File: src/pkg/ps_loader_regs.vh
// constants for the passive serial configuration sequencer
`ifndef PS_LOADER_REGS_VH
`define PS_LOADER_REGS_VH

// system clock rate
`define CFG_CLK_MHZ          250
// internal initialization oscillator, typical rate
`define CFG_OSC_MHZ          10
// system clocks per oscillator period
`define CFG_OSC_DIV          (`CFG_CLK_MHZ / `CFG_OSC_MHZ)
`define CFG_OSC_DIV_W        5
// last divider count of one oscillator period, divide ratio minus one
`define CFG_OSC_LAST         5'd24

// initialization clocks after the load-complete line rises
`define CFG_INIT_CLOCKS      6'd40

// longest fault time-out before an automatic restart
`define CFG_RESTART_US       40
`define CFG_RESTART_CYC      (`CFG_RESTART_US * `CFG_CLK_MHZ)

// least low time of the request line the controller must give
`define CFG_REQ_LOW_US       8
`define CFG_REQ_LOW_CYC      (`CFG_REQ_LOW_US * `CFG_CLK_MHZ)

// expected bitstream length in bits
`define CFG_STREAM_BITS      4096

// first frame: preamble in the top byte, option bits in the low byte
`define CFG_FRAME_BITS       16
`define CFG_PREAMBLE_HI      15
`define CFG_PREAMBLE_LO      8
`define CFG_PREAMBLE         8'ha5
`define CFG_OPT_INIT_DONE    0
`define CFG_OPT_USER_CLK     1
`define CFG_OPT_AUTO_RESTART 2

// last byte of the stream must carry this closing pattern
`define CFG_POSTAMBLE        8'h3c

// sequencer states
`define ST_RESET             3'h0
`define ST_WAIT              3'h1
`define ST_LOAD              3'h2
`define ST_INIT              3'h3
`define ST_USER              3'h4
`define ST_ERROR             3'h5

`endif

File: src/hdl/ps_config_loader.v
// passive serial configuration sequencer of the programmable device
`timescale 1ns/1ps
`default_nettype none
`include "ps_loader_regs.vh"

module ps_config_loader #(
    parameter [31:0] STREAM_BITS    = `CFG_STREAM_BITS,
    parameter [31:0] RESTART_CYCLES = `CFG_RESTART_CYC
) (
    input  wire       clk,
    input  wire       rst_n,
    input  wire       config_req_n,
    input  wire       fault_n_in,
    output wire       fault_n_out,
    output reg        fault_n_oe_n_r,
    input  wire       done_in,
    output wire       done_out,
    output reg        done_oe_n_r,
    input  wire       init_done_in,
    output wire       init_done_out,
    output reg        init_done_oe_n_r,
    input  wire       serial_clock_in,
    input  wire       serial_data_in,
    input  wire       user_startup_clock,
    output reg        io_pullup_en_r,
    output reg        io_user_en_r,
    output reg        cfg_error_r,
    output reg  [2:0] state_r
);

    wire [5:0] pins_s;
    wire       req_n_s;
    wire       fault_s;
    wire       done_s;
    wire       sclk_s;
    wire       sdata_s;
    wire       uclk_s;
    wire       init_tick;

    reg        sclk_d_r;
    reg [15:0] shift_r;
    reg [15:0] shift_nxt;
    reg [31:0] bit_cnt_r;
    reg [31:0] bit_cnt_nxt;
    reg [31:0] tmo_cnt_r;
    reg [31:0] tmo_cnt_nxt;
    reg [5:0]  init_cnt_r;
    reg [5:0]  init_cnt_nxt;
    reg        done_seen_r;
    reg        done_seen_nxt;
    reg        opt_init_done_r;
    reg        opt_init_done_nxt;
    reg        opt_user_clk_r;
    reg        opt_user_clk_nxt;
    reg        opt_restart_r;
    reg        opt_restart_nxt;
    reg        err_nxt;
    reg [2:0]  state_nxt;
    reg        od_level_r;
    wire       bit_edge;

    // every pin from outside passes two flops before use
    ps_sync2 #(
        .WIDTH (6)
    ) u_pin_sync (
        .clk   (clk),
        .rst_n (rst_n),
        .din   ({config_req_n, fault_n_in, done_in, serial_clock_in,
                 serial_data_in, user_startup_clock}),
        .dout  (pins_s)
    );

    assign req_n_s = pins_s[5];
    assign fault_s = pins_s[4];
    assign done_s  = pins_s[3];
    assign sclk_s  = pins_s[2];
    assign sdata_s = pins_s[1];
    assign uclk_s  = pins_s[0];

    // initialization clock only runs once load-complete is seen high
    ps_init_tick u_init_tick (
        .clk          (clk),
        .rst_n        (rst_n),
        .run          (state_r == `ST_INIT && done_seen_r),
        .use_user_clk (opt_user_clk_r),
        .user_clk_s   (uclk_s),
        .tick_r       (init_tick)
    );

    // serial clock edge memory; data is delayed by the same two stages
    always @(posedge clk or negedge rst_n)
    begin
        if (!rst_n)
            sclk_d_r <= 1'b0;
        else
            sclk_d_r <= sclk_s;
    end

    assign bit_edge = sclk_s & ~sclk_d_r;

    // open-drain pins only ever drive low
    always @(posedge clk or negedge rst_n)
    begin
        if (!rst_n)
            od_level_r <= 1'b0;
        else
            od_level_r <= 1'b0;
    end

    assign fault_n_out   = od_level_r;
    assign done_out      = od_level_r;
    assign init_done_out = od_level_r;

    // sequencer next state
    always @*
    begin
        state_nxt         = state_r;
        shift_nxt         = shift_r;
        bit_cnt_nxt       = bit_cnt_r;
        tmo_cnt_nxt       = tmo_cnt_r;
        init_cnt_nxt      = init_cnt_r;
        done_seen_nxt     = done_seen_r;
        opt_init_done_nxt = opt_init_done_r;
        opt_user_clk_nxt  = opt_user_clk_r;
        opt_restart_nxt   = opt_restart_r;
        err_nxt           = cfg_error_r;
        case (state_r)
            `ST_RESET:
            begin
                // options and counters start afresh for each request
                shift_nxt         = 16'h0000;
                bit_cnt_nxt       = 32'h0000_0000;
                tmo_cnt_nxt       = 32'h0000_0000;
                init_cnt_nxt      = 6'h00;
                done_seen_nxt     = 1'b0;
                opt_init_done_nxt = 1'b0;
                opt_user_clk_nxt  = 1'b0;
                opt_restart_nxt   = 1'b0;
                if (req_n_s)
                    state_nxt = `ST_WAIT;
            end
            `ST_WAIT:
            begin
                // fault line may still be held by the loader or pull-up lag
                err_nxt = 1'b0;
                // a retry after an error counts the new stream from zero
                shift_nxt     = 16'h0000;
                bit_cnt_nxt   = 32'h0000_0000;
                init_cnt_nxt  = 6'h00;
                done_seen_nxt = 1'b0;
                if (fault_s)
                    state_nxt = `ST_LOAD;
            end
            `ST_LOAD:
            begin
                if (!fault_s)
                begin
                    // loader pulled the shared fault line low
                    err_nxt   = 1'b1;
                    state_nxt = `ST_ERROR;
                end
                else if (bit_edge)
                begin
                    shift_nxt   = {shift_r[14:0], sdata_s};
                    bit_cnt_nxt = bit_cnt_r + 32'h0000_0001;
                    if (bit_cnt_nxt == `CFG_FRAME_BITS)
                    begin
                        // first frame carries the preamble and the options
                        if (shift_nxt[`CFG_PREAMBLE_HI:`CFG_PREAMBLE_LO]
                            != `CFG_PREAMBLE)
                        begin
                            err_nxt   = 1'b1;
                            state_nxt = `ST_ERROR;
                        end
                        else
                        begin
                            opt_init_done_nxt = shift_nxt[`CFG_OPT_INIT_DONE];
                            opt_user_clk_nxt  = shift_nxt[`CFG_OPT_USER_CLK];
                            opt_restart_nxt   = shift_nxt[`CFG_OPT_AUTO_RESTART];
                        end
                    end
                    if (bit_cnt_nxt == STREAM_BITS)
                    begin
                        if (shift_nxt[7:0] == `CFG_POSTAMBLE)
                            state_nxt = `ST_INIT;
                        else
                        begin
                            err_nxt   = 1'b1;
                            state_nxt = `ST_ERROR;
                        end
                    end
                end
            end
            `ST_INIT:
            begin
                // further serial clock edges are ignored here
                if (!fault_s)
                begin
                    err_nxt   = 1'b1;
                    state_nxt = `ST_ERROR;
                end
                else
                begin
                    if (done_s)
                        done_seen_nxt = 1'b1;
                    if (init_tick)
                    begin
                        init_cnt_nxt = init_cnt_r + 6'h01;
                        if (init_cnt_nxt == `CFG_INIT_CLOCKS)
                            state_nxt = `ST_USER;
                    end
                end
            end
            `ST_USER:
            begin
                // only a request pulse leaves user mode
                state_nxt = `ST_USER;
            end
            `ST_ERROR:
            begin
                // without auto-restart the controller must pulse request low
                if (opt_restart_r)
                begin
                    tmo_cnt_nxt = tmo_cnt_r + 32'h0000_0001;
                    if (tmo_cnt_nxt >= RESTART_CYCLES)
                    begin
                        tmo_cnt_nxt = 32'h0000_0000;
                        state_nxt   = `ST_WAIT;
                    end
                end
            end
            default:
            begin
                state_nxt = `ST_RESET;
            end
        endcase
        // request low overrides every state, user mode included
        if (!req_n_s)
            state_nxt = `ST_RESET;
    end

    // state, counters and option latches
    always @(posedge clk or negedge rst_n)
    begin
        if (!rst_n)
        begin
            state_r         <= `ST_RESET;
            shift_r         <= 16'h0000;
            bit_cnt_r       <= 32'h0000_0000;
            tmo_cnt_r       <= 32'h0000_0000;
            init_cnt_r      <= 6'h00;
            done_seen_r     <= 1'b0;
            opt_init_done_r <= 1'b0;
            opt_user_clk_r  <= 1'b0;
            opt_restart_r   <= 1'b0;
            cfg_error_r     <= 1'b0;
        end
        else
        begin
            state_r         <= state_nxt;
            shift_r         <= shift_nxt;
            bit_cnt_r       <= bit_cnt_nxt;
            tmo_cnt_r       <= tmo_cnt_nxt;
            init_cnt_r      <= init_cnt_nxt;
            done_seen_r     <= done_seen_nxt;
            opt_init_done_r <= opt_init_done_nxt;
            opt_user_clk_r  <= opt_user_clk_nxt;
            opt_restart_r   <= opt_restart_nxt;
            cfg_error_r     <= err_nxt;
        end
    end

    // pin enables follow the next state so they change with it
    always @(posedge clk or negedge rst_n)
    begin
        if (!rst_n)
        begin
            fault_n_oe_n_r   <= 1'b0;
            done_oe_n_r      <= 1'b0;
            init_done_oe_n_r <= 1'b1;
            io_pullup_en_r   <= 1'b1;
            io_user_en_r     <= 1'b0;
        end
        else
        begin
            // fault held low in reset and in error
            fault_n_oe_n_r <= !(state_nxt == `ST_RESET ||
                                state_nxt == `ST_ERROR);
            // load-complete released only once the stream checked good
            done_oe_n_r    <= (state_nxt == `ST_INIT ||
                               state_nxt == `ST_USER);
            // init-complete low from option capture to user mode
            init_done_oe_n_r <= !(opt_init_done_nxt &&
                                  (state_nxt == `ST_LOAD ||
                                   state_nxt == `ST_INIT));
            io_pullup_en_r <= (state_nxt != `ST_USER);
            io_user_en_r   <= (state_nxt == `ST_USER);
        end
    end

endmodule // ps_config_loader

`default_nettype wire

File: src/hdl/ps_init_tick.v
// initialization clock source: internal oscillator or user start-up clock
`timescale 1ns/1ps
`default_nettype none
`include "ps_loader_regs.vh"

module ps_init_tick (
    input  wire clk,
    input  wire rst_n,
    input  wire run,
    input  wire use_user_clk,
    input  wire user_clk_s,
    output reg  tick_r
);

    reg [`CFG_OSC_DIV_W-1:0] div_r;
    reg                      user_d_r;

    // divider stands still outside initialization
    always @(posedge clk or negedge rst_n)
    begin
        if (!rst_n)
            div_r <= {`CFG_OSC_DIV_W{1'b0}};
        else if (!run || div_r == `CFG_OSC_LAST)
            div_r <= {`CFG_OSC_DIV_W{1'b0}};
        else
            div_r <= div_r + 1'b1;
    end

    // edge memory of the already synchronised user clock
    always @(posedge clk or negedge rst_n)
    begin
        if (!rst_n)
            user_d_r <= 1'b0;
        else
            user_d_r <= user_clk_s;
    end

    // one pulse per initialization clock
    always @(posedge clk or negedge rst_n)
    begin
        if (!rst_n)
            tick_r <= 1'b0;
        else if (!run)
            tick_r <= 1'b0;
        else if (use_user_clk)
            tick_r <= user_clk_s & ~user_d_r;
        else
            tick_r <= (div_r == `CFG_OSC_LAST);
    end

endmodule // ps_init_tick

`default_nettype wire

File: src/hdl/ps_sync2.v
// two flip-flop synchroniser for a group of pin inputs
`timescale 1ns/1ps
`default_nettype none

module ps_sync2 #(
    parameter WIDTH = 1
) (
    input  wire             clk,
    input  wire             rst_n,
    input  wire [WIDTH-1:0] din,
    output wire [WIDTH-1:0] dout
);

    reg [WIDTH-1:0] meta_r;
    reg [WIDTH-1:0] sync_r;

    // two stages per bit; the first stage feeds only the second
    genvar i;
    generate
        for (i = 0; i < WIDTH; i = i + 1)
        begin : g_bit
            always @(posedge clk or negedge rst_n)
            begin
                if (!rst_n)
                begin
                    meta_r[i] <= 1'b0;
                    sync_r[i] <= 1'b0;
                end
                else
                begin
                    meta_r[i] <= din[i];
                    sync_r[i] <= meta_r[i];
                end
            end
        end
    endgenerate

    assign dout = sync_r;

endmodule // ps_sync2

`default_nettype wire

File: config.mk
export PLATFORM = sky130hd
export DESIGN_NAME = ps_config_loader
export DESIGN_NICKNAME = d
export VERILOG_FILES = /design/src/hdl/ps_config_loader.v /design/src/hdl/ps_init_tick.v /design/src/hdl/ps_sync2.v
export VERILOG_INCLUDE_DIRS = /design/src /design/src/pkg
export SDC_FILE = /design/constraint.sdc
export NUM_CORES = 1
export LEC_CHECK = 0
export BUFFER_PORTS_ARGS = -buffer_cell sky130_fd_sc_hd__buf_2
export CAP_MARGIN = 5
export CORE_UTILIZATION = 59
export DETAILED_ROUTE_END_ITERATION = 10
export GPL_TIMING_DRIVEN = 0
export PLACE_DENSITY = 0.76
export REMOVE_ABC_BUFFERS = 1
export SETUP_SLACK_MARGIN = 0.4
export SLEW_MARGIN = 20
export SYNTH_ARGS = -nofsm -noshare
export SYNTH_HDL_FRONTEND = slang
export SYNTH_SLANG_ARGS = --single-unit
File: constraint.sdc
create_clock -name clk -period 4.4 [get_ports clk]
set_clock_uncertainty 0.1 [all_clocks]
set_input_delay 0 -clock clk [delete_from_list [all_inputs] [get_ports clk]]
set_output_delay 0 -clock clk [all_outputs]
set_load 0.02 [all_outputs]
After elaboration in Yosys (flattened, before gate mapping)
Cells that the tools add are included.
{"block": "totals", "reg_bits": 118, "inputBits": 9, "out_inout_bits": 12, "word_cells": 144}
{"block": "classes", "addsub": 4, "magnitude_cmp": 1, "eq_ne": 26, "mux": 55, "bitwise_logic": 4, "n_reduce_logical": 23}
{"cell": "2-to-1 mux 32 bit", "count": 4}
{"cell": "case mux 32 bit (2 select lines)", "count": 2}
{"cell": "adder 32 x 1 -> 32 bit (second input constant)", "count": 2}
{"cell": "2-to-1 mux 3 bit", "count": 13}
{"cell": "equality test 32 x 13 -> 1 bit (second input constant)", "count": 1}
{"cell": "equality test 32 x 5 -> 1 bit (second input constant)", "count": 1}
{"cell": ">= comparator 32 x 14 -> 1 bit (second input constant)", "count": 1}
{"cell": "2-to-1 mux 15 bit", "count": 2}
{"cell": "case mux 15 bit (2 select lines)", "count": 1}
{"cell": "2-to-1 mux 1 bit", "count": 23}
{"cell": "case mux 3 bit (6 select lines)", "count": 1}
{"cell": "equality test 3 x 2 -> 1 bit (second input constant)", "count": 4}
{"cell": "equality test 3 bit (second input constant)", "count": 4}
{"cell": "2-to-1 mux 6 bit", "count": 2}
{"cell": "case mux 6 bit (2 select lines)", "count": 1}
{"cell": "AND reduction 3 bit", "count": 4}
{"cell": "!= test 2 bit (second input constant)", "count": 5}
{"cell": "equality test 8 x 6 -> 1 bit (second input constant)", "count": 1}
{"cell": "!= test 2 x 1 -> 1 bit (second input constant)", "count": 4}
{"cell": "!= test 8 bit (second input constant)", "count": 1}
{"cell": "case mux 1 bit (2 select lines)", "count": 4}
{"cell": "nonzero test 2 bit", "count": 4}
{"cell": "adder 6 x 1 -> 6 bit (second input constant)", "count": 1}
{"cell": "equality test 6 bit (second input constant)", "count": 1}
{"cell": "16 further kinds", "count": 26}

Longest topological paths before layout
Gate-level depths: netlist of the first run.
{"block": "depth", "ltp_word": 12, "ltp_mapped": 12, "ltp_nobuf": 10}

Cells and area by module
From an unflattened synthesis of the first run, not the netlist that was laid out.
{"block": "hier_totals", "cells_unflattened": 720, "hier_area_um2": 6533.8}
{"mod": "ps_config_loader", "n_inst": 1, "cells_per_inst": 680, "area_each_um2": 5906.9, "seq_area_each_um2": 2479.9}
{"mod": "ps_init_tick", "n_inst": 1, "cells_per_inst": 28, "area_each_um2": 326.6, "seq_area_each_um2": 175.2}
{"mod": "ps_sync2", "n_inst": 1, "cells_per_inst": 12, "area_each_um2": 300.3, "seq_area_each_um2": 300.3}

Worst setup path after synthesis of the first run
No wires, ideal clock.
{"block": "synth_timing", "path_kind": "flip-flop to flip-flop", "startpoint": "register tmo_cnt_r[8]", "endpoint": "register tmo_cnt_r[12]", "setup_time_ns": 0.110, "arrival_ns": 2.980, "t_required_ns": 4.190, "slack_ns": 1.210, "stages_incl_launch_ff": 12, "n_path_buf": 2, "synth_period_minus_slack_ns": 3.190, "path_cell_list": "dfrtp_1 -> clkbuf_1 -> nand4_1 -> nor4_2 -> mux2_2 -> o21a_1 -> a2111oi_0 -> nand4_1 -> clkbuf_1 -> o21ai_0 -> nand2_1 -> o41ai_1"}
{"block": "synth_via", "elab_chain_len": 5}
{"item": "start: declaration", "line_no": "ps_config_loader.v:45", "source": "reg [31:0] tmo_cnt_r;"}
{"item": "start signal: assignment", "line_no": "ps_config_loader.v:263", "source": "tmo_cnt_r <= tmo_cnt_nxt;"}
{"item": "adder 32 x 1 -> 32 bit *", "line_no": "ps_config_loader.v:224", "source": "tmo_cnt_nxt = tmo_cnt_r + 32'h0000_0001;"}
{"item": ">= comparator 32 x 14 -> 1 bit", "line_no": "ps_config_loader.v:225", "source": "if (tmo_cnt_nxt >= RESTART_CYCLES)"}
{"item": "2-to-1 mux 32 bit *", "line_no": "ps_config_loader.v:225"}
{"item": "2-to-1 mux 32 bit *", "line_no": "ps_config_loader.v:222", "source": "if (opt_restart_r)"}
{"item": "case mux 32 bit (2 select lines) *", "line_no": "ps_config_loader.v:127", "source": "case (state_r)"}
Mark *: on every way between the ends. The rest lies on a longest branch, timed or not. The select of a mux whose other input is x is not followed.
A chain may end at the register's enable or synchronous reset.

Worst setup path in the final report of the first run
{"block": "layout_timing", "startpoint": "register bit_cnt_r[0]", "endpoint": "register opt_init_done_r"}
{"block": "layout_via", "elab_chain_len": 6}
{"item": "start: declaration", "line_no": "ps_config_loader.v:43", "source": "reg [31:0] bit_cnt_r;"}
{"item": "start signal: assignment", "line_no": "ps_config_loader.v:262", "source": "bit_cnt_r <= bit_cnt_nxt;"}
{"item": "adder 32 x 1 -> 32 bit", "line_no": "ps_config_loader.v:165", "source": "bit_cnt_nxt = bit_cnt_r + 32'h0000_0001;"}
{"item": "equality test 32 x 5 -> 1 bit (no source line)"}
{"item": "2-to-1 mux 1 bit", "line_no": "ps_config_loader.v:166", "source": "if (bit_cnt_nxt == `CFG_FRAME_BITS)"}
{"item": "2-to-1 mux 1 bit", "line_no": "ps_config_loader.v:162", "source": "else if (bit_edge)"}
{"item": "2-to-1 mux 1 bit", "line_no": "ps_config_loader.v:156", "source": "if (!fault_s)"}
{"item": "case mux 1 bit (2 select lines)", "line_no": "ps_config_loader.v:127"}
{"item": "named net opt_init_done_nxt", "line_no": "ps_config_loader.v:52", "source": "reg opt_init_done_nxt;"}
{"item": "end signal: assignment", "line_no": "ps_config_loader.v:266", "source": "opt_init_done_r <= opt_init_done_nxt;"}
{"item": "end: declaration", "line_no": "ps_config_loader.v:51", "source": "reg opt_init_done_r;"}
The timed path passes the listed nets, and every way through them passes these cells.

==> results of run 1 <==
sequential cells by signal, summed over array words and instances (netlist names):
register	count
opt_init_done_r	1
u_pin_sync.dout	6
tmo_cnt_r	32
fault_n_oe_n_r	1
init_done_oe_n_r	1
done_seen_r	1
io_pullup_en_r	1
opt_user_clk_r	1
cfg_error_r	1
bit_cnt_r	32
sclk_d_r	1
u_init_tick.div_r	5
shift_r	15
u_init_tick.user_d_r	1
u_pin_sync.meta_r	6
state_r	3
u_init_tick.tick_r	1
init_cnt_r	6
done_oe_n_r	1
io_user_en_r	1
opt_restart_r	1
area by class of cell:
class / instances / share of cell area (%)
Sequential cell: 118 / 39.32
Tap cell: 140 / 2.330
Clock inverter: 8 / 1.648
Timing Repair Buffer: 33 / 3.611
Inverter: 12 / 0.5991
Clock buffer: 24 / 6.141
Multi-Input combinational cell: 572 / 46.35
worst paths after layout:
check / startpoint / to / slack [ns] / cells past startpoint
max: bit_cnt_r[0] / opt_init_done_r / 0.73 / 10
min: rst_n / bit_cnt_r[23] / 0.04 / 2
max reg2reg: bit_cnt_r[0] / opt_init_done_r / 0.73 / 10
min reg2reg: u_pin_sync.meta_r[1] / u_pin_sync.dout[1] / 0.25 / 0
max in group asynchronous: rst_n / init_done_oe_n_r / 3.42 / 3
min in group clk: serial_data_in / u_pin_sync.meta_r[1] / 0.12 / 2
critical path: cells and delay by family, from the launching register on:
| kind | cells | cell delay [ns] |
|---|---|---|
| AND/OR/NAND/NOR | 7 | 2.00 |
| AO/OA/AOI/OAI | 1 | 0.54 |
| flip-flops | 1 | 0.45 |
| adder cells (fa/ha/maj) | 1 | 0.30 |
| multiplexers | 1 | 0.16 |
power by group through the flow:
| stage | clock [uW] | combinational, uW | sequential [uW] |
|---|---|---|---|
| 3_5_place_dp | 0 | 237 | 1150 |
| 2_1_floorplan | 0 | 118 | 1160 |
| 6_report | 1380 | 246 | 1140 |
| 4_1_cts | 1400 | 244 | 1140 |
| 3_3_place_gp | 0 | 213 | 1150 |
| 5_1_grt | 1450 | 269 | 1140 |
cells in the final DEF, fill, tap and decap left out, types with 9 or more instances in the layout:
cell,Yosys,routed
sky130_fd_sc_hd__and3_1,17,17
sky130_fd_sc_hd__nand2_1,89,89
sky130_fd_sc_hd__o31ai_1,18,18
sky130_fd_sc_hd__and2_1,24,24
sky130_fd_sc_hd__nor2_1,58,57
sky130_fd_sc_hd__nand4_1,23,24
sky130_fd_sc_hd__a31oi_1,9,9
sky130_fd_sc_hd__o21ai_0,75,75
sky130_fd_sc_hd__nand3_1,43,42
sky130_fd_sc_hd__clkbuf_16,0,17
sky130_fd_sc_hd__inv_1,12,12
sky130_fd_sc_hd__nor3_1,22,22
sky130_fd_sc_hd__nor4_1,10,10
sky130_fd_sc_hd__a21oi_1,21,21
sky130_fd_sc_hd__xnor2_1,15,15
sky130_fd_sc_hd__a22o_1,16,16
sky130_fd_sc_hd__buf_2,9,15
sky130_fd_sc_hd__dfrtp_1,116,115
per-stage QoR:
stage | area, um^2 | hold slack (ns)
after global routing | 7518 | 0.1062
after detailed placement | 6769 | -0.05574
final | 7518 | 0.03636
after floorplan | 6447 | -0.3956
after CTS | 7453 | 0.06576
after global placement | 6703 | 0.008799
logic make-up after synthesis:
group / share of synthesized area (%)
xor+xnor: 3.022
other cells: 0.05626
fa+ha+maj: 1.126
simple gates: 28.55
flops: 44.34
mux: 1.239
compound gates: 17.61
buf+inv: 4.055
routing by layer:
| metal | part of all wire [%] | wire, um | up-vias | GRT usage, % |
|---|---|---|---|---|
| met4 | 1.6 | 254 | 0 | 10.04 |
| li1 | - | - | 2753 | - |
| met1 | 45 | 7003 | 2852 | 37.24 |
| met3 | 5.6 | 872 | 30 | 7.715 |
| met5 | 0 | 0 | - | 0 |
| met2 | 48 | 7572 | 202 | 45.63 |
timing repair:
item,CTS,global route
pin swaps,2,1
endpoints found under the setup margin,12,22
cloned,1,0
gates resized for setup,0,4
endpoints found under the hold margin,122,0
buffers inserted,3,4
hold buffers,7,0
==> impl_metrics.prom, run 1 <==
# TYPE chip_impl_metric gauge
chip_impl_info{name="outcome",value="finished clean"} 1
chip_impl_metric{name="vias_in_the_first_global_route",unit=""} 5388
chip_impl_metric{name="placed_cells_incl_taps",unit=""} 859
chip_impl_info{name="yosys.cell_count.top_type",value="sky130_fd_sc_hd__dfrtp_1"} 1
chip_impl_info{name="worstHoldPathType",value="primary input to asynchronous set/reset pin"} 1
chip_impl_metric{name="synth-edff-count",unit=""} 0
chip_impl_metric{name="cts.sinks",unit=""} 118
chip_impl_metric{name="area_delta_synth_final",unit="%"} 12.80
chip_impl_metric{name="fmaxAchievable",unit="MHz"} 272.6
chip_impl_metric{name="synth.avg_cell_area",unit="um^2"} 8.899
chip_impl_metric{name="hpwlAfterDp",unit="um"} 9975
chip_impl_metric{name="critical_path.max_fanout",unit=""} 11
chip_impl_metric{name="p_clk_share",unit="%"} 49.9
chip_impl_metric{name="finalSetupTns",unit="ns"} 0
chip_impl_metric{name="final_max_tran_viols",unit=""} 0
chip_impl_info{name="timing.setup.critical_path_class",value="register to register"} 1
chip_impl_metric{name="synthesis.instances",unit=""} 749
chip_impl_metric{name="detail-route-antenna-nets",unit=""} 0
chip_impl_info{name="yosys-top-cells-area",value="sky130_fd_sc_hd__dfrtp_1, sky130_fd_sc_hd__o21ai_0, sky130_fd_sc_hd__nand2_1"} 1
chip_impl_metric{name="antenna-diode-count",unit=""} 0
chip_impl_metric{name="synthArstFlopShare",unit="%"} 100.0
chip_impl_metric{name="placeableCoreArea",unit="um^2"} 10940
chip_impl_metric{name="multi_input_logic_area",unit="um^2"} 3485
chip_impl_info{name="slowest_stage",value="sky130_fd_sc_hd__or4_4"} 1
chip_impl_metric{name="internal-power",unit="uW"} 2080
chip_impl_metric{name="worst_slack",unit="ns"} 0.7313
chip_impl_metric{name="route.final.wire_length",unit="um"} 15700
chip_impl_metric{name="grt_start_max_net_pins",unit=""} 69
chip_impl_metric{name="slowest_delay",unit="ns"} 0.65
chip_impl_metric{name="final_core_utilization",unit="%"} 68.75
chip_impl_metric{name="drive_above_1_share",unit="%"} 10.43
chip_impl_metric{name="cp_data_required_time",unit="ns"} 4.60
chip_impl_metric{name="globalRoute.totalOverflow",unit=""} 0
chip_impl_metric{name="timing_worst_slew_pin_value",unit="ns"} 0.7771
chip_impl_metric{name="dr.pass1.iters",unit=""} 6
chip_impl_metric{name="cts-htree-levels",unit=""} 4
chip_impl_metric{name="fp-row-count",unit=""} 38
chip_impl_metric{name="powerDensity",unit="nW/um^2"} 367.0
chip_impl_metric{name="cts_max_path_buffers",unit=""} 2
chip_impl_metric{name="ir_drop",unit="V"} 0.0003026
chip_impl_metric{name="ys_seq_area_share",unit="%"} 44.34
chip_impl_info{name="start_kind",value="register"} 1
chip_impl_metric{name="p_comb_share",unit="%"} 8.9
chip_impl_metric{name="grtUsageTotal",unit="%"} 28.49
chip_impl_metric{name="timing.max_cap.violations",unit=""} 0
chip_impl_metric{name="initialDrtViolationCount",unit=""} 572
chip_impl_metric{name="p_seq_share",unit="%"} 41.2
chip_impl_metric{name="io_pins",unit=""} 21
chip_impl_metric{name="die_x",unit="um"} 108.3
chip_impl_metric{name="grt_first_pass_wirelength",unit="um"} 25940
chip_impl_metric{name="final_cell_count_no_fill",unit=""} 907
chip_impl_metric{name="fillers",unit=""} 839
chip_impl_metric{name="synth_top_area_share",unit="%"} 43.55
chip_impl_metric{name="clock_latency",unit="ns"} 0.42
chip_impl_metric{name="globalplace.congestion",unit=""} 0.8792
chip_impl_metric{name="numCtsBuffers",unit=""} 17
chip_impl_metric{name="synth_warnings",unit=""} 0
chip_impl_metric{name="synth_seq_cells",unit=""} 118
chip_impl_metric{name="path_clk_slew",unit="ns"} 0.05
chip_impl_metric{name="finalCritPeriodShare",unit="%"} 83.38
chip_impl_info{name="worst_setup_path_end_kind",value="register"} 1
chip_impl_metric{name="dp_slack",unit="ns"} 0.2089
chip_impl_info{name="crit_chain",value="ha_1 > nand3_2 > or4_4 > nor2_4 > nand3_1 > a2111oi_2 > nand2_1 > nor3_2 > mux2i_1 > or2_1"} 1
chip_impl_info{name="synthTopCellsByCount",value="sky130_fd_sc_hd__dfrtp_1, sky130_fd_sc_hd__nand2_1, sky130_fd_sc_hd__o21ai_0"} 1
chip_impl_metric{name="net-switching-power",unit="uW"} 679.0
chip_impl_metric{name="fp.dieH",unit="um"} 108.3
chip_impl_metric{name="switching_share",unit="%"} 24.61
chip_impl_metric{name="setup-violations-final",unit=""} 0
chip_impl_info{name="cts_tree",value="done"} 1
chip_impl_metric{name="netlist_area",unit="um^2"} 6665
chip_impl_info{name="cts-root-buf",value="sky130_fd_sc_hd__clkbuf_16"} 1
chip_impl_metric{name="timing_hold_violations_final",unit=""} 0
chip_impl_metric{name="antenna_found_initial",unit=""} 0
chip_impl_metric{name="timing.critical_path.arrival",unit="ns"} 3.87
chip_impl_info{name="setup_repair_after_global_routing_missed_its_margin",value="false"} 1
chip_impl_metric{name="port_buffers",unit=""} 16
chip_impl_metric{name="via_count",unit=""} 5837
chip_impl_metric{name="drt-wirelength-per-cell",unit="um"} 17.31
chip_impl_metric{name="initial_core_util",unit="%"} 60.95
chip_impl_info{name="synth_top_cell_by_area",value="sky130_fd_sc_hd__dfrtp_1"} 1
chip_impl_metric{name="period_minus_slack",unit="ns"} 3.669
chip_impl_metric{name="p_leak",unit="uW"} 0.003232
chip_impl_metric{name="remaining_drc_errors",unit=""} 0
chip_impl_metric{name="fin_total_pwr",unit="uW"} 2759
chip_impl_metric{name="fp.dieArea",unit="um^2"} 11730
chip_impl_metric{name="maxSlewHeadroom",unit="%"} 48.13
chip_impl_metric{name="regArea",unit="um^2"} 2957
chip_impl_metric{name="design.final.nets",unit=""} 769
chip_impl_metric{name="yosysUniqueCellTypes",unit=""} 72
chip_impl_metric{name="routed_via_density",unit=""} 6.436
chip_impl_info{name="synthFlopType",value="sky130_fd_sc_hd__dfrtp_1"} 1
Power figures use the tool's default switching activity.
==> inputs of run 2 (changes only) <==
--- a/config.mk
+++ b/config.mk
@@ -8,10 +8,10 @@
 export LEC_CHECK = 0
 export BUFFER_PORTS_ARGS = -buffer_cell sky130_fd_sc_hd__buf_2
 export CAP_MARGIN = 5
-export CORE_UTILIZATION = 59
+export CORE_UTILIZATION = 57
 export DETAILED_ROUTE_END_ITERATION = 10
 export GPL_TIMING_DRIVEN = 0
-export PLACE_DENSITY = 0.76
+export PLACE_DENSITY = 0.77
 export REMOVE_ABC_BUFFERS = 1
 export SETUP_SLACK_MARGIN = 0.4
 export SLEW_MARGIN = 20
==> constraint.sdc (replaced) <==
create_clock -name clk -period 3.2 [get_ports clk]
set_clock_uncertainty 0.1 [all_clocks]
set_input_delay 0 -clock clk [delete_from_list [all_inputs] [get_ports clk]]
set_output_delay 0 -clock clk [all_outputs]
set_load 0.02 [all_outputs]
==> impl_metrics.prom, run 2 (synthesis results as in run 1) <==
# TYPE chip_impl_metric gauge
chip_impl_info{name="outcome",value="finished with violations"} 1
chip_impl_info{name="violations_in_the_final_reports",value="setup timing"} 1
chip_impl_metric{name="numCtsBuffers",unit=""} 17
chip_impl_metric{name="detail-route-antenna-nets",unit=""} 0
chip_impl_metric{name="final_core_utilization",unit="%"} 76.84
chip_impl_info{name="start_kind",value="register"} 1
chip_impl_metric{name="area_delta_synth_final",unit="%"} 31.63
chip_impl_metric{name="placeableCoreArea",unit="um^2"} 11420
chip_impl_metric{name="antenna_found_initial",unit=""} 0
chip_impl_metric{name="dr.pass1.iters",unit=""} 7
chip_impl_metric{name="ir_drop",unit="V"} 0.0005825
chip_impl_info{name="cts_tree",value="done"} 1
chip_impl_metric{name="setup-violations-final",unit=""} 3
chip_impl_metric{name="p_leak",unit="uW"} 0.003772
chip_impl_metric{name="grtUsageTotal",unit="%"} 30.83
chip_impl_metric{name="via_count",unit=""} 6655
chip_impl_metric{name="finalCritPeriodShare",unit="%"} 101.8
chip_impl_info{name="crit_chain",value="and4_1 > nand4_1 > nor3b_1 > or4_1 > a2111oi_4 > buf_4 > buf_6 > nand2_4 > nor3_4 > mux2i_1 > or2_1"} 1
chip_impl_metric{name="timing.reg2reg.setup_slack",unit="ns"} -0.06
chip_impl_metric{name="timing.max_cap.violations",unit=""} 0
chip_impl_metric{name="route.final.wire_length",unit="um"} 20040
chip_impl_metric{name="path_clk_slew",unit="ns"} 0.05
chip_impl_metric{name="fp-row-count",unit=""} 39
chip_impl_info{name="category_of_cells_accounting_for_the_largest_share_of_critical_path_delay",value="simple AND/OR/NAND/NOR gates"} 1
chip_impl_metric{name="hpwlAfterDp",unit="um"} 9946
chip_impl_info{name="slowest_stage",value="sky130_fd_sc_hd__dfrtp_2"} 1
chip_impl_metric{name="final_max_tran_viols",unit=""} 0
chip_impl_metric{name="design.final.nets",unit=""} 853
chip_impl_info{name="most_frequent_cells_in_the_layout",value="sky130_fd_sc_hd__nand2_1, sky130_fd_sc_hd__dfrtp_1, sky130_fd_sc_hd__buf_4"} 1
chip_impl_metric{name="initialDrtViolationCount",unit=""} 808
chip_impl_metric{name="critical_path.max_fanout",unit=""} 9
chip_impl_metric{name="cts.sinks",unit=""} 118
chip_impl_info{name="worst_setup_path_end_kind",value="register"} 1
chip_impl_info{name="worstHoldPathType",value="primary input to asynchronous set/reset pin"} 1
chip_impl_metric{name="finalSetupTns",unit="ns"} -0.1119
chip_impl_metric{name="initial_core_util",unit="%"} 58.37
chip_impl_metric{name="cts-htree-levels",unit=""} 4
chip_impl_metric{name="drive_above_1_share",unit="%"} 31.84
chip_impl_metric{name="globalRoute.totalOverflow",unit=""} 0
chip_impl_info{name="setup_repair_after_global_routing_missed_its_margin",value="true"} 1
chip_impl_metric{name="fin_hold_ws",unit="ns"} 0.07617
chip_impl_metric{name="cp_data_required_time",unit="ns"} 3.45
chip_impl_info{name="rr_endpoint",value="opt_init_done_r"} 1
chip_impl_info{name="commonest_non_fill_non_tap_cell_in_the_layout",value="sky130_fd_sc_hd__nand2_1"} 1
chip_impl_metric{name="routed_via_density",unit=""} 6.695
chip_impl_metric{name="io_pins",unit=""} 21
chip_impl_metric{name="use_met2",unit="%"} 49.06
chip_impl_metric{name="drt-wirelength-per-cell",unit="um"} 20.16
chip_impl_metric{name="cp_num_buf_inv",unit=""} 2
chip_impl_info{name="cts-root-buf",value="sky130_fd_sc_hd__clkbuf_16"} 1
chip_impl_metric{name="timing_hold_violations_final",unit=""} 0
chip_impl_metric{name="remaining_drc_errors",unit=""} 0
chip_impl_metric{name="slowest_delay",unit="ns"} 0.49
chip_impl_metric{name="period_minus_slack",unit="ns"} 3.257
chip_impl_info{name="critical_path.endpoint",value="opt_init_done_r"} 1
chip_impl_metric{name="fp.dieH",unit="um"} 110.1
chip_impl_metric{name="die_x",unit="um"} 110.1
chip_impl_info{name="critPathLaunch",value="bit_cnt_r[17]"} 1
chip_impl_metric{name="maxSlewHeadroom",unit="%"} 41.26
chip_impl_info{name="timing.setup.critical_path_class",value="register to register"} 1
chip_impl_metric{name="port_buffers",unit=""} 16
chip_impl_metric{name="cts_max_path_buffers",unit=""} 2
chip_impl_metric{name="fmaxAchievable",unit="MHz"} 307.0
chip_impl_metric{name="grt_first_pass_wirelength",unit="um"} 28810
chip_impl_metric{name="grt_use_met3",unit="%"} 8.642
chip_impl_metric{name="antenna-diode-count",unit=""} 0
chip_impl_metric{name="fp.dieArea",unit="um^2"} 12130
chip_impl_metric{name="use_met1",unit="%"} 40.41
chip_impl_metric{name="timing_worst_slew_pin_value",unit="ns"} 0.8793
chip_impl_metric{name="clock_latency",unit="ns"} 0.41
chip_impl_metric{name="vias_in_the_first_global_route",unit=""} 5984
chip_impl_metric{name="globalplace.congestion",unit=""} 0.9118
chip_impl_metric{name="fin_total_pwr",unit="uW"} 3830
chip_impl_info{name="largest_registers_ranked_by_flip_flop_count",value="bit_cnt_r (32), tmo_cnt_r (32), shift_r (15)"} 1
chip_impl_metric{name="timing.critical_path.arrival",unit="ns"} 3.51
chip_impl_metric{name="worst_slack",unit="ns"} -0.05685
chip_impl_metric{name="path_depth",unit=""} 11
chip_impl_info{name="regToRegStartpoint",value="bit_cnt_r[17]"} 1
chip_impl_metric{name="grt_start_max_net_pins",unit=""} 69
chip_impl_info{name="globalRoute.busiestLayer",value="met2"} 1
chip_impl_metric{name="powerDensity",unit="nW/um^2"} 436.5
chip_impl_metric{name="reg2reg_depth",unit=""} 11
==> run 2: area by class of cell <==
| class | instances | area (um^2) |
|---|---|---|
| Multi-Input combinational cell | 573 | 4044 |
| Sequential cell | 118 | 2995 |
| Fill cell | 675 | 2645 |
| Timing Repair Buffer | 116 | 932.1 |
| Clock buffer | 23 | 478.0 |
| Tap cell | 143 | 178.9 |
| Clock inverter | 9 | 100.1 |
| Inverter | 12 | 45.04 |
==> run 2: stage by stage <==
stage | worst slack, ns | instance area, um^2 | cells
6_report | -0.05685 | 8773 | 994
5_1_grt | -0.1858 | 8773 | 994
4_1_cts | 0.1460 | 8174 | 958
3_5_place_dp | -1.090 | 6780 | 862
3_3_place_gp | -1.145 | 6706 | 860
2_1_floorplan | -0.1920 | 6447 | 701
==> run 2: routing by layer <==
layer	vias up	wire length, um	share of wire (%)
met3	86	1609	8.0
met4	0	739	3.7
met1	3257	7970	40
li1	2922	-	-
met5	-	0	0
met2	390	9716	48
==> run 2: worst min-delay path by stage <==
stage | start | to | slack (ns)
2_1_floorplan | rst_n | bit_cnt_r[0] | -0.40
3_3_place_gp | config_req_n | u_pin_sync.meta_r[5] | 0.009
3_5_place_dp | rst_n | u_init_tick.div_r[1] | -0.05
4_1_cts | rst_n | u_init_tick.div_r[2] | 0.09
5_1_grt | serial_clock_in | u_pin_sync.meta_r[2] | 0.14
6_report | rst_n | u_pin_sync.meta_r[0] | 0.08
==> run 2: where the power goes <==
| group | internal, uW | switching, uW | total (uW) | leakage (uW) |
|---|---|---|---|---|
| Clock | 1200 | 654 | 1850 | 0.000283 |
| Combinational | 135 | 279 | 414 | 0.00194 |
| Sequential | 1520 | 39.7 | 1560 | 0.00155 |
| Total | 2860 | 973 | 3830 | 0.00377 |
==> run 2: what timing repair did <==
| action | in CTS | in global routing |
|---|---|---|
| setup buffers | 56 | 35 |
| pin swaps | 26 | 52 |
| hold buffers | 7 | 0 |
| hold endpoints to repair | 119 | 0 |
| resized for setup | 83 | 81 |
| endpoints found under the setup margin | 73 | 36 |
| gates cloned | 1 | 1 |
==> inputs of run 3 (changes only) <==
--- a/config.mk
+++ b/config.mk
@@ -6,6 +6,7 @@
 export SDC_FILE = /design/constraint.sdc
 export NUM_CORES = 1
 export LEC_CHECK = 0
+export ABC_AREA = 1
 export BUFFER_PORTS_ARGS = -buffer_cell sky130_fd_sc_hd__buf_2
 export CAP_MARGIN = 5
 export CORE_UTILIZATION = 57
==> impl_metrics.prom, run 3 <==
# TYPE chip_impl_metric gauge
chip_impl_info{name="outcome",value="finished with violations"} 1
chip_impl_info{name="violations_in_the_final_reports",value="DRC"} 1
chip_impl_metric{name="net-switching-power",unit="uW"} 1015
chip_impl_metric{name="dp_slack",unit="ns"} -0.6024
chip_impl_info{name="synthFlopType",value="sky130_fd_sc_hd__dfrtp_1"} 1
chip_impl_metric{name="cp_data_required_time",unit="ns"} 3.40
chip_impl_metric{name="critical_path.max_fanout",unit=""} 7
chip_impl_metric{name="synth_top_area_share",unit="%"} 42.80
chip_impl_metric{name="clock_latency",unit="ns"} 0.42
chip_impl_metric{name="powerDensity",unit="nW/um^2"} 479.4
chip_impl_info{name="worst_setup_path_end_kind",value="register"} 1
chip_impl_info{name="critPathLaunch",value="bit_cnt_r[7]"} 1
chip_impl_metric{name="ys_seq_area_share",unit="%"} 43.58
chip_impl_metric{name="route.final.wire_length",unit="um"} 16550
chip_impl_metric{name="drt-wirelength-per-cell",unit="um"} 14.52
chip_impl_metric{name="fmaxAchievable",unit="MHz"} 368.6
chip_impl_metric{name="detail-route-antenna-nets",unit=""} 0
chip_impl_metric{name="synthesis.instances",unit=""} 942
chip_impl_metric{name="fp.dieH",unit="um"} 111.1
chip_impl_info{name="yosys-top-cells-area",value="sky130_fd_sc_hd__dfrtp_1, sky130_fd_sc_hd__nand2_1, sky130_fd_sc_hd__inv_1"} 1
chip_impl_info{name="yosys.cell_count.top_type",value="sky130_fd_sc_hd__nand2_1"} 1
chip_impl_info{name="worstHoldPathType",value="primary input to asynchronous set/reset pin"} 1
chip_impl_metric{name="path_clk_slew",unit="ns"} 0.06
chip_impl_metric{name="internal-power",unit="uW"} 2802
chip_impl_metric{name="cts-htree-levels",unit=""} 4
chip_impl_metric{name="final_core_utilization",unit="%"} 69.14
chip_impl_metric{name="hpwlAfterDp",unit="um"} 10800
chip_impl_metric{name="fin_total_pwr",unit="uW"} 3817
chip_impl_metric{name="port_buffers",unit=""} 16
chip_impl_metric{name="antenna_found_initial",unit=""} 0
chip_impl_metric{name="netlist_area",unit="um^2"} 6782
chip_impl_info{name="critical_path.endpoint",value="done_oe_n_r"} 1
chip_impl_metric{name="cp_num_buf_inv",unit=""} 1
chip_impl_info{name="synthTopCellsByCount",value="sky130_fd_sc_hd__nand2_1, sky130_fd_sc_hd__inv_1, sky130_fd_sc_hd__nor2_1"} 1
chip_impl_info{name="largest_registers_ranked_by_flip_flop_count",value="bit_cnt_r (32), tmo_cnt_r (32), shift_r (15)"} 1
chip_impl_metric{name="finalSetupTns",unit="ns"} 0
chip_impl_metric{name="finalCritPeriodShare",unit="%"} 84.77
chip_impl_metric{name="fp-row-count",unit=""} 39
chip_impl_metric{name="globalplace.congestion",unit=""} 0.8685
chip_impl_metric{name="design.final.nets",unit=""} 1000
chip_impl_metric{name="initialDrtViolationCount",unit=""} 364
chip_impl_metric{name="fp.dieArea",unit="um^2"} 12340
chip_impl_metric{name="switching_share",unit="%"} 26.58
chip_impl_info{name="cts-root-buf",value="sky130_fd_sc_hd__clkbuf_16"} 1
chip_impl_info{name="commonest_non_fill_non_tap_cell_in_the_layout",value="sky130_fd_sc_hd__nand2_1"} 1
chip_impl_info{name="slowest_stage",value="sky130_fd_sc_hd__dfrtp_1"} 1
chip_impl_info{name="cts_tree",value="done"} 1
chip_impl_metric{name="via_count",unit=""} 6173
chip_impl_metric{name="timing_worst_slew_pin_value",unit="ns"} 0.8092
chip_impl_metric{name="timing.max_cap.violations",unit=""} 0
chip_impl_metric{name="area_delta_synth_final",unit="%"} 17.42
chip_impl_metric{name="routed_via_density",unit=""} 5.415
chip_impl_metric{name="worst_slack",unit="ns"} 0.4873
chip_impl_metric{name="drive_above_1_share",unit="%"} 13.64
chip_impl_metric{name="remaining_drc_errors",unit=""} 2
chip_impl_metric{name="postPlaceCellArea",unit="um^2"} 7005
chip_impl_metric{name="dr.pass1.iters",unit=""} 9
chip_impl_metric{name="p_seq_share",unit="%"} 40.6
chip_impl_info{name="crit_chain",value="nand2_1 > nor2_2 > nand2_1 > nor2_8 > nand2_1 > nand2_1 > nand2_1 > nor2_1 > nand2_1 > nor2_4 > nand4_4 > nand2_1 > nand2_1 > nand2_1 > nand2_1 > inv_2 > nand2_1 > nand3_4 > nand2_2"} 1
chip_impl_metric{name="setup-violations-final",unit=""} 0
chip_impl_metric{name="grtUsageTotal",unit="%"} 28.12
chip_impl_metric{name="p_clk_share",unit="%"} 49.5
chip_impl_metric{name="ir_drop",unit="V"} 0.0004312
chip_impl_info{name="timing.setup.critical_path_class",value="register to register"} 1
chip_impl_metric{name="placeableCoreArea",unit="um^2"} 11520
chip_impl_info{name="category_of_cells_accounting_for_the_largest_share_of_critical_path_delay",value="simple AND/OR/NAND/NOR gates"} 1
chip_impl_metric{name="io_pins",unit=""} 21
chip_impl_metric{name="synth_warnings",unit=""} 0
chip_impl_metric{name="vias_in_the_first_global_route",unit=""} 5877
chip_impl_metric{name="cts_max_path_buffers",unit=""} 2
chip_impl_metric{name="p_comb_share",unit="%"} 9.9
chip_impl_info{name="synth_top_cell_by_area",value="sky130_fd_sc_hd__dfrtp_1"} 1
chip_impl_metric{name="timing.reg2reg.setup_slack",unit="ns"} 0.49
chip_impl_metric{name="period_minus_slack",unit="ns"} 2.713
chip_impl_metric{name="synth.avg_cell_area",unit="um^2"} 7.199
chip_impl_metric{name="timing.critical_path.arrival",unit="ns"} 2.91
chip_impl_metric{name="globalRoute.totalOverflow",unit=""} 0
chip_impl_metric{name="die_x",unit="um"} 111.1
chip_impl_info{name="regToRegStartpoint",value="bit_cnt_r[7]"} 1
chip_impl_metric{name="synth_seq_cells",unit=""} 118
chip_impl_metric{name="yosysUniqueCellTypes",unit=""} 42
chip_impl_metric{name="p_leak",unit="uW"} 0.003579
chip_impl_metric{name="grt_start_max_net_pins",unit=""} 80
chip_impl_metric{name="synthArstFlopShare",unit="%"} 100.0
chip_impl_metric{name="stdcell_area",unit="um^2"} 7963
chip_impl_metric{name="grt_first_pass_wirelength",unit="um"} 27170
chip_impl_metric{name="reg2reg_depth",unit=""} 19
chip_impl_metric{name="maxSlewHeadroom",unit="%"} 45.64
chip_impl_info{name="setup_repair_after_global_routing_missed_its_margin",value="true"} 1
chip_impl_metric{name="final_max_tran_viols",unit=""} 0
chip_impl_metric{name="numCtsBuffers",unit=""} 17
chip_impl_metric{name="antenna-diode-count",unit=""} 0
chip_impl_info{name="rr_endpoint",value="done_oe_n_r"} 1
chip_impl_metric{name="synth-edff-count",unit=""} 0
chip_impl_metric{name="timing_hold_violations_final",unit=""} 0
chip_impl_metric{name="initial_core_util",unit="%"} 58.89
chip_impl_metric{name="slowest_delay",unit="ns"} 0.40
chip_impl_info{name="most_frequent_cells_in_the_layout",value="sky130_fd_sc_hd__nand2_1, sky130_fd_sc_hd__inv_1, sky130_fd_sc_hd__nor2_1"} 1
chip_impl_metric{name="path_depth",unit=""} 19
chip_impl_metric{name="cts.sinks",unit=""} 118
chip_impl_info{name="start_kind",value="register"} 1
chip_impl_info{name="path_common_cell",value="sky130_fd_sc_hd__nand2_1"} 1
-- run 3: kinds of logic after synthesis --
kind of cell | Yosys count | share of synthesized area, %
AOI/OAI and AO/OA | 94 | 8.284
xor gates and xnor gates | 24 | 3.100
adders and majority gates | 6 | 1.107
buffers and inverters | 153 | 8.708
DFF | 118 | 43.58
other | 1 | 0.05530
and+or+nand+nor | 546 | 35.17
-- run 3: area by class of cell --
| cell class | count | area (um^2) |
|---|---|---|
| Timing Repair Buffer | 37 | 301.5 |
| Multi-Input combinational cell | 674 | 3421 |
| Clock buffer | 20 | 456.7 |
| Inverter | 137 | 520.5 |
| Fill cell | 932 | 3553 |
| Tap cell | 143 | 178.9 |
| Sequential cell | 118 | 2958 |
| Clock inverter | 11 | 126.4 |
-- run 3: repair_timing --
action,4_1_cts,5_1_grt
endpoints found under the hold margin,123,0
setup endpoints to repair,66,21
resized for setup,11,37
setup buffers,5,7
pin swaps,2,15
hold buffers,8,0
cloned,1,0
-- run 3: through the flow --
step	hold WS, ns	std cells
5_1_grt	0.01219	1140
4_1_cts	0.01055	1133
3_3_place_gp	0.008046	1087
2_1_floorplan	-0.3956	928
3_5_place_dp	-0.1554	1088
6_report	0.01070	1140
-- run 3: worst min path at each step --
stage | startpoint | endpoint | slack (ns) | cells after the start
after detailed placement | rst_n | bit_cnt_r[25] | -0.16 | 1
after global placement | done_in | u_pin_sync.meta_r[3] | 0.008 | 1
after floorplan | rst_n | bit_cnt_r[0] | -0.40 | 0
after global routing | rst_n | io_pullup_en_r | 0.01 | 2
after CTS | rst_n | io_pullup_en_r | 0.01 | 2
final | rst_n | io_pullup_en_r | 0.01 | 2
-- run 3: power by group through the flow --
| stage | combinational (uW) | sequential [uW] | clock (uW) |
|---|---|---|---|
| 6_report | 377 | 1550 | 1890 |
| 3_5_place_dp | 332 | 1580 | 0 |
| 3_3_place_gp | 323 | 1580 | 0 |
| 4_1_cts | 356 | 1550 | 1900 |
| 5_1_grt | 416 | 1550 | 1970 |
| 2_1_floorplan | 185 | 1590 | 0 |
-- run 3: layer usage --
| metal | global-route usage [%] | vias to the layer above | wire [um] |
|---|---|---|---|
| li1 | - | 3070 | - |
| met1 | 37.66 | 2911 | 7587 |
| met2 | 44.49 | 159 | 7721 |
| met3 | 7.272 | 33 | 921 |
| met4 | 9.730 | 0 | 320 |
| met5 | 0 | - | 0 |
